## config.mk

```make
export PLATFORM = sky130hd
export DESIGN_NAME = arlc_top
export DESIGN_NICKNAME = d
export VERILOG_FILES = /design/src/common/arlc_pkg.sv /design/src/core/arlc_top.sv
export SDC_FILE = /design/constraint.sdc
export NUM_CORES = 1
export LEC_CHECK = 0
export BUFFER_PORTS_ARGS = -buffer_cell sky130_fd_sc_hd__buf_2
export CAP_MARGIN = 20
export CORE_ASPECT_RATIO = 1.4
export CORE_MARGIN = 5
export CORE_UTILIZATION = 60
export DETAILED_ROUTE_END_ITERATION = 10
export PLACE_DENSITY = 0.91
export SETUP_SLACK_MARGIN = 0.15
export SLEW_MARGIN = 20
export SYNTH_ARGS = -nofsm -noshare
export SYNTH_HDL_FRONTEND = slang
export SYNTH_SLANG_ARGS = --single-unit
```

## constraint.sdc

```tcl
create_clock -name CLK_SYS -period 10.75 [get_ports CLK_SYS]
set_input_delay 2.15 -clock CLK_SYS [delete_from_list [all_inputs] [get_ports CLK_SYS]]
set_output_delay 2.15 -clock CLK_SYS [all_outputs]
set_load 0.03 [all_outputs]
```

## src/common/arlc_pkg.sv

```systemverilog
// Shared constants and types for the alarm relay and link configuration block.
package arlc_pkg;
  localparam int CLK_HZ = 25000000;
  localparam int INHIBIT_S = 60;
  localparam int IDLE_S = 300;
  localparam int CAL_DELAY_S = 30;
  localparam int BAUD = 9600;
  localparam int GAP_TENTHS = 35;
  localparam int CNT_W = 33;
  localparam logic [32:0] INHIBIT_CYC = 33'(longint'(INHIBIT_S) * CLK_HZ);
  localparam logic [32:0] IDLE_CYC = 33'(longint'(IDLE_S) * CLK_HZ);
  localparam logic [32:0] CAL_CYC = 33'(longint'(CAL_DELAY_S) * CLK_HZ);
  localparam logic [15:0] BIT_CYC = 16'(CLK_HZ / BAUD);
  localparam logic [19:0] GAP_CYC = 20'((CLK_HZ / BAUD) * GAP_TENTHS);
  localparam logic [7:0] REG_CTRL = 8'h00;
  localparam logic [7:0] REG_ADDR = 8'h04;
  localparam logic [7:0] REG_THR1 = 8'h08;
  localparam logic [7:0] REG_THR2 = 8'h0C;
  localparam logic [7:0] REG_CALT = 8'h10;
  localparam logic [7:0] REG_STAT = 8'h14;
  localparam logic [7:0] ADDR_MIN = 8'h01;
  localparam logic [7:0] ADDR_MAX = 8'hF7;
  localparam logic [7:0] ADDR_RST = 8'h01;
  localparam logic [15:0] THR_RST = 16'hFFFF;
  localparam logic [15:0] CALT_RST = 16'h0000;
  localparam logic [15:0] HYST_DIV = 16'h000A;
  localparam logic [7:0] FUNC_READ = 8'h03;
  localparam logic [7:0] DATA_BYTES = 8'h04;
  localparam logic [3:0] RESP_LEN = 4'h9;
  localparam logic [3:0] CRC_LAST = 4'h6;
  localparam logic [3:0] MIN_FRAME = 4'h4;
  localparam logic [15:0] CRC_INIT = 16'hFFFF;
  localparam logic [15:0] CRC_POLY = 16'hA001;
  localparam logic [3:0] STOP_BIT = 4'h9;
  typedef struct packed {
    logic cal_auto;
    logic fault_pol;
    logic [1:0] fail_safe;
    logic [1:0] latching;
  } arlc_cfg_type;
  localparam arlc_cfg_type CFG_RST = 6'h00;
  typedef struct packed {
    logic inc;
    logic dec;
    logic menu;
    logic op_reset;
  } arlc_btn_type;
  typedef enum logic [3:0] {
    SCR_OFF, SCR_LATCH1, SCR_LATCH2, SCR_FS1, SCR_FS2, SCR_FAULT, SCR_CAL, SCR_ADDR, SCR_BAUD
  } arlc_screen_type;
  typedef enum logic [1:0] {U_IDLE, U_START, U_DATA, U_STOP} arlc_uart_type;
endpackage : arlc_pkg

```

## src/core/arlc_top.sv

```systemverilog
// Alarm relay controller, settings menu and serial-bus server.
//
// Operation
// - Non-latching relay releases when gas drops.
// - Latching relay holds until operator reset.
// - Non-latching release needs ten percent below threshold.
// - Latch reset ignored unless gas below threshold.
// - Alarms suppressed one minute after menu exit.
// - Restore sets both relays non-latching.
// - Latch screens toggle, menu stores and advances.
// - Fail-safe relay energized idle, off in alarm.
// - Fail-safe defaults to disabled.
// - Fault output polarity selectable, default de-asserts.
// - Increment manual, decrement automatic, manual default.
// - Auto calibration forces target after delay.
// - Answer only frames addressed to us.
// - Server address kept within 1 to 247.
// - Characters are 8 data, no parity, 1 stop.
// - Float response bytes sent least significant first.
// - Restore sets server address to 1.
// - Address screen raises, lowers, stores and advances.
// - Five idle minutes close the menu.
//
// Design decisions made here: the placing of the registers and register access over Wishbone.
`timescale 1ns/1ns
module arlc_top #(
  parameter logic [32:0] INHIBIT_CYC = arlc_pkg::INHIBIT_CYC,
  parameter logic [32:0] IDLE_CYC = arlc_pkg::IDLE_CYC,
  parameter logic [32:0] CAL_CYC = arlc_pkg::CAL_CYC,
  parameter logic [19:0] GAP_CYC = arlc_pkg::GAP_CYC,
  parameter logic [15:0] BIT_CYC = arlc_pkg::BIT_CYC
) (
  // Clock and reset.
  input wire logic CLK_SYS,
  input wire logic SYS_RST,
  // Wishbone slave.
  input wire logic WB_CYC_I,
  input wire logic WB_STB_I,
  input wire logic WB_WE_I,
  input wire logic [7:0] WB_ADR_I,
  input wire logic [3:0] WB_SEL_I,
  input wire logic [31:0] WB_DAT_I,
  output logic [31:0] WB_DAT_O,
  output logic WB_ACK_O,
  // Front panel.
  input wire arlc_pkg::arlc_btn_type BTN,
  input wire logic MENU_ENTER,
  input wire logic RESTORE,
  // Measurement and fault.
  input wire logic [15:0] GAS_LEVEL,
  input wire logic [31:0] GAS_FLOAT,
  input wire logic FAULT_IN,
  input wire logic CAL_START,
  // Outputs.
  output logic [1:0] RELAY_DRIVE,
  output logic FAULT_OUT,
  output logic CAL_FORCE,
  output logic [15:0] CAL_VALUE,
  output logic MENU_OPEN,
  output logic INHIBIT,
  // Serial link.
  input wire logic RS485_RX,
  output logic RS485_TX,
  output logic RS485_TX_EN
);
  arlc_pkg::arlc_cfg_type cfg_reg;
  arlc_pkg::arlc_screen_type scr_reg;
  arlc_pkg::arlc_uart_type rx_st_reg;
  logic [7:0] addr_reg;
  logic [15:0] thr_reg [2];
  logic [15:0] calt_reg;
  logic [7:0] edit_reg;
  logic [32:0] idle_reg;
  logic [32:0] inh_reg;
  logic [32:0] cal_reg;
  logic exit_reg;
  logic ack_reg;
  logic [31:0] dat_reg;
  logic fault_reg;
  logic [1:0] alarm;
  logic [1:0] relay;
  logic commit;
  logic timeout;
  logic wb_wr;
  logic [15:0] rx_cnt_reg;
  logic [2:0] rx_bit_reg;
  logic [7:0] rx_sh_reg;
  logic rx_byte_reg;
  logic [19:0] gap_reg;
  logic [3:0] flen_reg;
  logic fmatch_reg;
  logic [15:0] fcrc_reg;
  logic tx_start;
  logic tx_busy_reg;
  logic [3:0] tx_idx_reg;
  logic [3:0] tx_bit_reg;
  logic [15:0] tx_cnt_reg;
  logic [9:0] tx_sh_reg;
  logic [15:0] tx_crc_reg;
  logic [31:0] flt_reg;

  function automatic logic [15:0] crc_step(input logic [15:0] c, input logic [7:0] b);
    logic [15:0] r;
    r = c ^ {8'h00, b};
    for (int k = 0; k < 8; k++) begin
      r = r[0] ? ((r >> 1) ^ arlc_pkg::CRC_POLY) : (r >> 1);
    end
    return r;
  endfunction : crc_step

  function automatic logic [7:0] clamp_addr(input logic [7:0] a);
    if (a < arlc_pkg::ADDR_MIN) begin
      return arlc_pkg::ADDR_MIN;
    end
    return (a > arlc_pkg::ADDR_MAX) ? arlc_pkg::ADDR_MAX : a;
  endfunction : clamp_addr

  function automatic logic [15:0] merge16(input logic [15:0] o, input logic [31:0] d,
                                          input logic [3:0] s);
    return {s[1] ? d[15:8] : o[15:8], s[0] ? d[7:0] : o[7:0]};
  endfunction : merge16

  function automatic logic [7:0] load_edit(input arlc_pkg::arlc_screen_type s,
                                           input arlc_pkg::arlc_cfg_type c, input logic [7:0] a);
    case (s)
      arlc_pkg::SCR_LATCH1: return {7'h00, c.latching[0]};
      arlc_pkg::SCR_LATCH2: return {7'h00, c.latching[1]};
      arlc_pkg::SCR_FS1: return {7'h00, c.fail_safe[0]};
      arlc_pkg::SCR_FS2: return {7'h00, c.fail_safe[1]};
      arlc_pkg::SCR_FAULT: return {7'h00, c.fault_pol};
      arlc_pkg::SCR_CAL: return {7'h00, c.cal_auto};
      arlc_pkg::SCR_ADDR: return a;
      default: return 8'h00;
    endcase
  endfunction : load_edit

  function automatic logic [7:0] edit_step(input arlc_pkg::arlc_screen_type s,
                                           input logic [7:0] e, input logic up);
    case (s)
      arlc_pkg::SCR_LATCH1, arlc_pkg::SCR_LATCH2: return {7'h00, ~e[0]};
      arlc_pkg::SCR_FS1, arlc_pkg::SCR_FS2, arlc_pkg::SCR_FAULT: return {7'h00, up};
      arlc_pkg::SCR_CAL: return {7'h00, ~up};
      arlc_pkg::SCR_ADDR: return up ? clamp_addr(e + 8'h01) : clamp_addr(e - 8'h01);
      default: return e;
    endcase
  endfunction : edit_step

  function automatic logic [7:0] resp_byte(input logic [3:0] i, input logic [7:0] a,
                                           input logic [31:0] f, input logic [15:0] c);
    case (i)
      4'h0: return a;
      4'h1: return arlc_pkg::FUNC_READ;
      4'h2: return arlc_pkg::DATA_BYTES;
      4'h3: return f[7:0];
      4'h4: return f[15:8];
      4'h5: return f[23:16];
      4'h6: return f[31:24];
      4'h7: return c[7:0];
      default: return c[15:8];
    endcase
  endfunction : resp_byte

  // Wishbone slave answers one cycle after the request; writes land on the ack edge.
  assign wb_wr = WB_CYC_I & WB_STB_I & WB_WE_I & ack_reg;
  assign WB_ACK_O = ack_reg;
  assign WB_DAT_O = dat_reg;

  always_ff @(posedge CLK_SYS) begin
    if (SYS_RST) begin
      ack_reg <= 1'b0;
      dat_reg <= 32'h0000_0000;
    end else begin
      ack_reg <= WB_CYC_I & WB_STB_I & ~ack_reg;
      case (WB_ADR_I)
        arlc_pkg::REG_CTRL: dat_reg <= {26'h0, cfg_reg};
        arlc_pkg::REG_ADDR: dat_reg <= {24'h0, addr_reg};
        arlc_pkg::REG_THR1: dat_reg <= {16'h0, thr_reg[0]};
        arlc_pkg::REG_THR2: dat_reg <= {16'h0, thr_reg[1]};
        arlc_pkg::REG_CALT: dat_reg <= {16'h0, calt_reg};
        arlc_pkg::REG_STAT: dat_reg <= {24'h0, 4'(scr_reg), INHIBIT, MENU_OPEN, alarm};
        default: dat_reg <= 32'h0000_0000;
      endcase
    end
  end

  // Menu walks the setting screens; edits stay local until the menu button commits them.
  assign timeout = (scr_reg != arlc_pkg::SCR_OFF) && (idle_reg >= IDLE_CYC - 33'h1);
  assign commit = BTN.menu && (scr_reg != arlc_pkg::SCR_OFF) && !timeout;
  assign MENU_OPEN = (scr_reg != arlc_pkg::SCR_OFF);

  always_ff @(posedge CLK_SYS) begin
    if (SYS_RST) begin
      scr_reg <= arlc_pkg::SCR_OFF;
      edit_reg <= 8'h00;
      idle_reg <= 33'h0;
      exit_reg <= 1'b0;
    end else begin
      exit_reg <= 1'b0;
      if (scr_reg == arlc_pkg::SCR_OFF) begin
        idle_reg <= 33'h0;
        if (MENU_ENTER) begin
          scr_reg <= arlc_pkg::SCR_LATCH1;
          edit_reg <= load_edit(arlc_pkg::SCR_LATCH1, cfg_reg, addr_reg);
        end
      end else if (timeout) begin
        scr_reg <= arlc_pkg::SCR_OFF;
        exit_reg <= 1'b1;
      end else if (commit) begin
        idle_reg <= 33'h0;
        if (scr_reg == arlc_pkg::SCR_BAUD) begin
          scr_reg <= arlc_pkg::SCR_OFF;
          exit_reg <= 1'b1;
        end else begin
          scr_reg <= arlc_pkg::arlc_screen_type'(4'(scr_reg) + 4'h1);
          edit_reg <= load_edit(arlc_pkg::arlc_screen_type'(4'(scr_reg) + 4'h1), cfg_reg,
                                addr_reg);
        end
      end else if (BTN.inc | BTN.dec) begin
        idle_reg <= 33'h0;
        edit_reg <= edit_step(scr_reg, edit_reg, BTN.inc);
      end else begin
        idle_reg <= idle_reg + 33'h1;
      end
    end
  end

  // Stored settings; restore wins over a commit, a commit over a bus write.
  always_ff @(posedge CLK_SYS) begin
    if (SYS_RST | RESTORE) begin
      cfg_reg <= arlc_pkg::CFG_RST;
      addr_reg <= arlc_pkg::ADDR_RST;
      thr_reg[0] <= arlc_pkg::THR_RST;
      thr_reg[1] <= arlc_pkg::THR_RST;
      calt_reg <= arlc_pkg::CALT_RST;
    end else if (commit) begin
      case (scr_reg)
        arlc_pkg::SCR_LATCH1: cfg_reg.latching[0] <= edit_reg[0];
        arlc_pkg::SCR_LATCH2: cfg_reg.latching[1] <= edit_reg[0];
        arlc_pkg::SCR_FS1: cfg_reg.fail_safe[0] <= edit_reg[0];
        arlc_pkg::SCR_FS2: cfg_reg.fail_safe[1] <= edit_reg[0];
        arlc_pkg::SCR_FAULT: cfg_reg.fault_pol <= edit_reg[0];
        arlc_pkg::SCR_CAL: cfg_reg.cal_auto <= edit_reg[0];
        arlc_pkg::SCR_ADDR: addr_reg <= clamp_addr(edit_reg);
        default: addr_reg <= addr_reg;
      endcase
    end else if (wb_wr) begin
      case (WB_ADR_I)
        arlc_pkg::REG_CTRL: cfg_reg <= WB_SEL_I[0] ? WB_DAT_I[5:0] : cfg_reg;
        arlc_pkg::REG_ADDR: addr_reg <= WB_SEL_I[0] ? clamp_addr(WB_DAT_I[7:0]) : addr_reg;
        arlc_pkg::REG_THR1: thr_reg[0] <= merge16(thr_reg[0], WB_DAT_I, WB_SEL_I);
        arlc_pkg::REG_THR2: thr_reg[1] <= merge16(thr_reg[1], WB_DAT_I, WB_SEL_I);
        arlc_pkg::REG_CALT: calt_reg <= merge16(calt_reg, WB_DAT_I, WB_SEL_I);
        default: calt_reg <= calt_reg;
      endcase
    end
  end

  // Post-menu inhibit counter.
  assign INHIBIT = (inh_reg != 33'h0);

  always_ff @(posedge CLK_SYS) begin
    if (SYS_RST) begin
      inh_reg <= 33'h0;
    end else if (exit_reg) begin
      inh_reg <= INHIBIT_CYC;
    end else if (INHIBIT) begin
      inh_reg <= inh_reg - 33'h1;
    end
  end

  // Per-relay alarm with hysteresis, latching and fail-safe drive.
  for (genvar i = 0; i < 2; i++) begin : g_rly
    logic alm_reg;
    logic drv_reg;
    logic [15:0] hyst;
    assign hyst = thr_reg[i] - (thr_reg[i] / arlc_pkg::HYST_DIV);
    assign alarm[i] = alm_reg;
    assign relay[i] = drv_reg;
    always_ff @(posedge CLK_SYS) begin
      if (SYS_RST) begin
        alm_reg <= 1'b0;
      end else if (!alm_reg) begin
        alm_reg <= (GAS_LEVEL >= thr_reg[i]) && !INHIBIT;
      end else if (!cfg_reg.latching[i]) begin
        alm_reg <= !(GAS_LEVEL < hyst);
      end else if (BTN.op_reset && (GAS_LEVEL < thr_reg[i])) begin
        alm_reg <= 1'b0;
      end
    end
    always_ff @(posedge CLK_SYS) begin
      if (SYS_RST) begin
        drv_reg <= 1'b0;
      end else begin
        drv_reg <= alm_reg ^ cfg_reg.fail_safe[i];
      end
    end

  end
  assign RELAY_DRIVE = relay;

  // Fault terminal polarity: low during a fault unless the option is set.
  always_ff @(posedge CLK_SYS) begin
    if (SYS_RST) begin
      fault_reg <= 1'b1;
    end else begin
      fault_reg <= cfg_reg.fault_pol ? FAULT_IN : ~FAULT_IN;
    end
  end
  assign FAULT_OUT = fault_reg;

  // Automatic calibration timer.
  always_ff @(posedge CLK_SYS) begin
    if (SYS_RST) begin
      cal_reg <= 33'h0;
      CAL_FORCE <= 1'b0;
      CAL_VALUE <= 16'h0000;
    end else begin
      CAL_FORCE <= (cal_reg == 33'h1);
      CAL_VALUE <= calt_reg;
      if (CAL_START && cfg_reg.cal_auto) begin
        cal_reg <= CAL_CYC;
      end else if (cal_reg != 33'h0) begin
        cal_reg <= cal_reg - 33'h1;
      end
    end
  end

  // Receiver for 8N1 characters, sampled mid-bit.
  always_ff @(posedge CLK_SYS) begin
    if (SYS_RST) begin
      rx_st_reg <= arlc_pkg::U_IDLE;
      rx_cnt_reg <= 16'h0;
      rx_bit_reg <= 3'h0;
      rx_sh_reg <= 8'h00;
      rx_byte_reg <= 1'b0;
    end else begin
      rx_byte_reg <= 1'b0;
      rx_cnt_reg <= rx_cnt_reg + 16'h1;
      case (rx_st_reg)
        arlc_pkg::U_IDLE: begin
          rx_cnt_reg <= 16'h0;
          if (!RS485_RX) begin
            rx_st_reg <= arlc_pkg::U_START;
          end
        end
        arlc_pkg::U_START: begin
          if (rx_cnt_reg == (BIT_CYC >> 1)) begin
            rx_cnt_reg <= 16'h0;
            rx_bit_reg <= 3'h0;
            rx_st_reg <= RS485_RX ? arlc_pkg::U_IDLE : arlc_pkg::U_DATA;
          end
        end
        arlc_pkg::U_DATA: begin
          if (rx_cnt_reg == BIT_CYC - 16'h1) begin
            rx_cnt_reg <= 16'h0;
            rx_sh_reg <= {RS485_RX, rx_sh_reg[7:1]};
            rx_bit_reg <= rx_bit_reg + 3'h1;
            if (rx_bit_reg == 3'h7) begin
              rx_st_reg <= arlc_pkg::U_STOP;
            end
          end
        end
        arlc_pkg::U_STOP: begin
          if (rx_cnt_reg == BIT_CYC - 16'h1) begin
            rx_byte_reg <= RS485_RX;
            rx_st_reg <= arlc_pkg::U_IDLE;
          end
        end
        default: rx_st_reg <= arlc_pkg::U_IDLE;
      endcase
    end
  end

  // Frame gathering: address check and running CRC, closed by line silence.
  assign tx_start = (gap_reg == GAP_CYC) && (flen_reg >= arlc_pkg::MIN_FRAME) && fmatch_reg
                    && (fcrc_reg == 16'h0000) && !tx_busy_reg;

  always_ff @(posedge CLK_SYS) begin
    if (SYS_RST) begin
      gap_reg <= 20'h0;
      flen_reg <= 4'h0;
      fmatch_reg <= 1'b0;
      fcrc_reg <= arlc_pkg::CRC_INIT;
    end else if (rx_byte_reg) begin
      gap_reg <= 20'h0;
      flen_reg <= (flen_reg == 4'hF) ? flen_reg : flen_reg + 4'h1;
      fcrc_reg <= crc_step(fcrc_reg, rx_sh_reg);
      if (flen_reg == 4'h0) begin
        fmatch_reg <= (rx_sh_reg == addr_reg);
      end
    end else if (gap_reg == GAP_CYC) begin
      flen_reg <= 4'h0;
      fmatch_reg <= 1'b0;
      fcrc_reg <= arlc_pkg::CRC_INIT;
    end else if (rx_st_reg == arlc_pkg::U_IDLE) begin
      gap_reg <= gap_reg + 20'h1;
    end
  end

  // Response transmitter: address, function, count, float and CRC.
  assign RS485_TX = tx_sh_reg[0];
  assign RS485_TX_EN = tx_busy_reg;

  always_ff @(posedge CLK_SYS) begin
    if (SYS_RST) begin
      tx_busy_reg <= 1'b0;
      tx_idx_reg <= 4'h0;
      tx_bit_reg <= 4'h0;
      tx_cnt_reg <= 16'h0;
      tx_sh_reg <= 10'h3FF;
      tx_crc_reg <= arlc_pkg::CRC_INIT;
      flt_reg <= 32'h0000_0000;
    end else if (tx_start) begin
      tx_busy_reg <= 1'b1;
      tx_idx_reg <= 4'h0;
      tx_bit_reg <= 4'h0;
      tx_cnt_reg <= 16'h0;
      tx_sh_reg <= {1'b1, addr_reg, 1'b0};
      tx_crc_reg <= crc_step(arlc_pkg::CRC_INIT, addr_reg);
      flt_reg <= GAS_FLOAT;
    end else if (tx_busy_reg) begin
      tx_cnt_reg <= tx_cnt_reg + 16'h1;
      if (tx_cnt_reg == BIT_CYC - 16'h1) begin
        tx_cnt_reg <= 16'h0;
        tx_bit_reg <= tx_bit_reg + 4'h1;
        tx_sh_reg <= {1'b1, tx_sh_reg[9:1]};
        if (tx_bit_reg == arlc_pkg::STOP_BIT) begin
          tx_bit_reg <= 4'h0;
          tx_idx_reg <= tx_idx_reg + 4'h1;
          if (tx_idx_reg == arlc_pkg::RESP_LEN - 4'h1) begin
            tx_busy_reg <= 1'b0;
            tx_sh_reg <= 10'h3FF;
          end else begin
            tx_sh_reg <= {1'b1, resp_byte(tx_idx_reg + 4'h1, addr_reg, flt_reg, tx_crc_reg), 1'b0};
            if (tx_idx_reg < arlc_pkg::CRC_LAST) begin
              tx_crc_reg <= crc_step(tx_crc_reg,
                                     resp_byte(tx_idx_reg + 4'h1, addr_reg, flt_reg, tx_crc_reg));
            end
          end
        end
      end
    end
  end
endmodule : arlc_top

```

* Yosys cells after proc, flatten, opt, wreduce, memory -nomap -nowiden *
Memories as Yosys holds them, arrays and structs flattened.
Cells that the tools add are included.

cells by class
  mux-type cells = 170
  order comparisons = 17
  equal/unequal tests = 58
  reductions and logical operators = 70
  add/subtract/negate cells = 15
  bitwise operators = 45
  div/mod/pow operators = 2

operators with widths
  kind                                                                  number
  16-bit two-way mux                                                    37
  8-bit two-way mux                                                     35
  16-bit one-hot mux with 6 select lines                                1
  2-bit inverter with 3-bit output                                      24
  33-bit two-way mux                                                    2
  33-bit nonzero test                                                   2
  33-bit by 1-bit subtractor with 33-bit output, second input constant  2
  16-bit less-than comparator                                           4
  8-bit one-hot mux with 8 select lines                                 1
  31-bit two-way mux                                                    2
  30-bit two-way mux                                                    2
  1-bit two-way mux                                                     59
  8-bit one-hot mux with 7 select lines                                 1
  4-bit by 3-bit == test with 1-bit output, second input constant       12
  16-bit one-hot mux with 3 select lines                                1
  9-bit two-way mux                                                     5
  4-bit two-way mux                                                     9
  4-bit AND reduction                                                   9
  33-bit by 1-bit adder with 33-bit output, second input constant       1
  33-bit by 1-bit == test with 1-bit output, second input constant      1
  33-bit >= comparator, second input constant                           1
  16-bit by 1-bit adder with 16-bit output, second input constant       2
  16-bit by 4-bit divider with 16-bit output, second input constant     2
  16-bit by 12-bit == test with 1-bit output, second input constant     2
  53 further kinds                                                      160

storage, ports and cells
  bits in writable memories = 32
  logic and storage cells = 421
  bits in registers = 351
  memories kept = 1
  input port bits = 106

memories
  name     words  width  read ports  clocked after memory_dff  wr ports  line            text
  thr_reg  2      16     2           0                         2         arlc_top.sv:70  logic [15:0] thr_reg [2];

* Depth between registers and ports, before layout *
  depth after elaboration = 33
  gate-level depth with buffers = 43

* Worst setup path before layout *
No wires, ideal clock.

  path kind = register to register
  start point = memory thr_reg[1][12], in the netlist thr_reg[0][28]
  end point = register g_rly[1].alm_reg
  slack = 2697 ps
  period minus slack after synthesis = 8053 ps
  arrival = 7930 ps
  stages on the path, launching flop included = 37
  required time = 10627 ps
  path through = edfxtp_1 > buf_6 > or4b_4 > o211ai_2 > o21a_1 > a2111oi_4 > or4_4 > a31o_2 > o221a_1 > o32ai_2 > nor2_4 > or3_4 > a31oi_1 > nand3b_4 > mux2_1 > a22o_1 > mux2_4 > o311ai_1 > ha_1 > fa_1 > ha_1 > o21a_1 > o21a_1 > o21a_1 > o21a_1 > o21a_1 > o21a_1 > o21a_1 > o21a_1 > o21a_1 > o21a_1 > o21a_1 > o21a_1 > o21a_1 > o21a_1 > o21ai_0 > a21oi_1

RTL lines
  what                    line             text
  start: declaration      arlc_top.sv:70
  end signal: assignment  arlc_top.sv:283  alm_reg <= (GAS_LEVEL >= thr_reg[i]) && !INHIBIT;
  end signal: assignment  arlc_top.sv:285  alm_reg <= !(GAS_LEVEL < hyst);
  end: declaration        arlc_top.sv:273  logic alm_reg;

==> results.txt <==
status: finished, final reports clean
Max-slew headroom: 0.1973
starting density of the core: 0.6049
Sink Count: 366
die height: 245.1 um
number of vias per cell: 6.507
number of buffers created by CTS: 36
GR Util met3: 0.04884
most frequent cells in the layout: nor2_1 (335), dfxtp_1 (334), nand2_1 (300), a21oi_1 (223), o21ai_0 (140)
Psw: 1169 uW
cell taking the most area after synthesis: dfxtp_1
DRT iter0 DRCs: 2,408
CP dominant cell by count: o21a_1
Worst Path Arrival: 9.90 ns
post-synth top area share: 0.2822
chip width: 177.9 um
Port Buffers: 128
via count: 23,080
Antenna Nets Post-Route: 0
antenna violations before repair: 3
combinational power share: 0.219
First-pass DRT Iterations: 7
most used routing layer: met2
DP HPWL: 47,040 um
P_leak: 0.009818 uW
Tot GR Track Use: 0.2890
core area: 39,170 sq um
clock network fraction of design power: 0.358
Max Fclk: 0.1055 GHz
CP max FO: 26
crit path from: thr_reg[0][12]
final worst path period need: 9.475 ns
synthesized cell area: 23,690 sq um
met2 usage in global routing: 0.5177
Warnings, synthesis: 0
met1 Track Usage GR: 0.3099
# IOs: 163
asr flop ratio synth: 0
gpl congestion: 0.9389
Die ar.: 43,620 sq um
Setup Buffers After CTS: 0
Worst Path Class, Setup: reg2reg
crit end category: register
Hold Crit Start: flt_reg[15]
total power: 3776 uW
Post-synth EDFFs: 32
Top FF cell, synth: dfxtp_1
top cells by area, synth: dfxtp_1 (28%), ha_1 (6.1%), nor2_1 (5.3%), xnor2_1 (4.8%), nand2_1 (4.8%)
CP max stage cell: edfxtp_1
Layout Utilization: 0.6540
Power Internal: 2607 uW
setup violators final: 0
worst-case clock buffer depth: 3
clock skew: 0.02896 ns
wire per inst: 18.60 um
post-CTS sizing: 0
Synth Instances: 2,988
reg2reg setup slack: 1.27 ns
Slowest Stage Delay on Critical Path: 0.93 ns
critical path required time: 11.18 ns
Routed WL: 65,990 um
first-pass GRT wire length: 106,400 um
Clock Latency Late Sink: 0.55 ns
final routed DRC violation total: 0
sequential share of power: 0.423
max_cap viols: 0
startpoint class of the critical path: register
global route overflow: 0
Total Nets Final: 3,214
clk slew on worst S/H paths: 0.07 ns
row count: 86
clock tree root driver cell: clkbuf_16
Post-CTS Hold Fix Bufs: 0
vias in the first global route: 22,530
htree depth: 2
count of different cell masters after synthesis: 117
post-synthesis sequential area ratio: 0.3228
R2R Path Start: thr_reg[0][12]
CTS tree: yes
most common cell after layout, fill and taps aside: nor2_1
Hold Vio Cnt, Final: 0
Worst Max-Slew Pin Slew: 1.200 ns
Slew Viols, Final: 0
final period utilization: 0.8814
peak supply drop: 0.1273 mV
layout cell share with drive strength beyond 1: 0.09344
flop and latch count out of synthesis: 366
unrepaired setup endpoints after global routing: false
HP Class: reg2reg
syn_area_per_cell: 7.929 sq um
switching part of the total power: 0.3096
TNS Setup: 0 ns
largest net degree at the start of global routing: 84
pwr/cell area: 147.4 nW/um^2
area grow syn2layout: 8.122%
[logic make-up (layout without fill, tap and decap cells)]
logic type | after synthesis | after routing | synth area share
and+or+nand+nor | 1207 | 1207 | 0.2511
AOI/OAI and AO/OA | 751 | 751 | 0.2121
DFF | 366 | 366 | 0.3228
buffers and inverters | 287 | 302 | 0.05044
xor gates and xnor gates | 204 | 204 | 0.07663
adders and majority gates | 127 | 127 | 0.06675
muxes | 45 | 45 | 0.02007
other | 1 | 17 | 0.0001583
[power by group through the flow]
stage / registers, uW / clock network (uW) / logic (uW)
floorplan: 1590 / 0 / 642
global placement: 1610 / 0 / 753
detailed placement: 1620 / 0 / 799
CTS: 1590 / 1360 / 817
global route: 1610 / 1410 / 911
finish: 1600 / 1350 / 828
[metrics by stage]
stage / setup WS [ns] / cells / hold slack [ns] / instance area [sq um]
3_3_place_gp: 1.725 / 3479 / 0.4279 / 24340
2_1_floorplan: 2.697 / 3003 / 0.4356 / 23750
6_report: 1.275 / 3547 / 0.4628 / 25620
4_1_cts: 1.425 / 3545 / 0.4644 / 25580
3_5_place_dp: 1.495 / 3479 / 0.4459 / 24340
5_1_grt: 0.5740 / 3546 / 0.4732 / 25610
[critical path: cells and delay by family (launching register included)]
kind	cells	cell delay (ns)
and+or+nand+nor	6	1.75
AOI/OAI and AO/OA	25	4.72
buffers and inverters	3	0.80
DFF	1	0.93
adders and majority gates	4	1.15
[worst paths after layout]
kind	endpoint	cells past startpoint
setup / recovery	g_rly[0].alm_reg	38
hold / removal	flt_reg[15]	2
setup reg to reg	g_rly[0].alm_reg	38
hold reg to reg	flt_reg[15]	2
[metal layers]
metal / share of wire / vias up / routed length [um]
li1: - / 10710 / -
met2: 0.50 / 1199 / 32670
met3: 0.074 / 377 / 4858
met1: 0.36 / 10800 / 23680
met5: 0.00036 / - / 24
met4: 0.072 / 4 / 4748
[cells in the mapped netlist, drive strengths merged, types with 24 or more instances]
library cell and n:
nor4 34, inv 84, a21o 29, nand2 300
edfxtp 32, nand4 36, buf 57, xor2 72
o211ai 24, nand3 94, nor2 340, a211oi 31
a21oi 224, a22oi 36, xnor2 131, or3 52
a31oi 36, nor2b 43, o21ai 145, and3 48
mux2i 28, o21a 37, nand2b 44, dfxtp 334
ha 116, nor3 93, clkbuf 139
[cell type report]
type | count | area (sq um)
diodes | 1 | 2.502
clock buffers | 49 | 1022
clock inverters | 17 | 221.5
fillers | 3031 | 13550
inverters | 91 | 341.6
multi-input cells | 2350 | 14930
flip-flops and latches | 366 | 7647
well taps | 528 | 660.6
repair buffers | 145 | 790.8
Power figures use the tool's default switching activity.
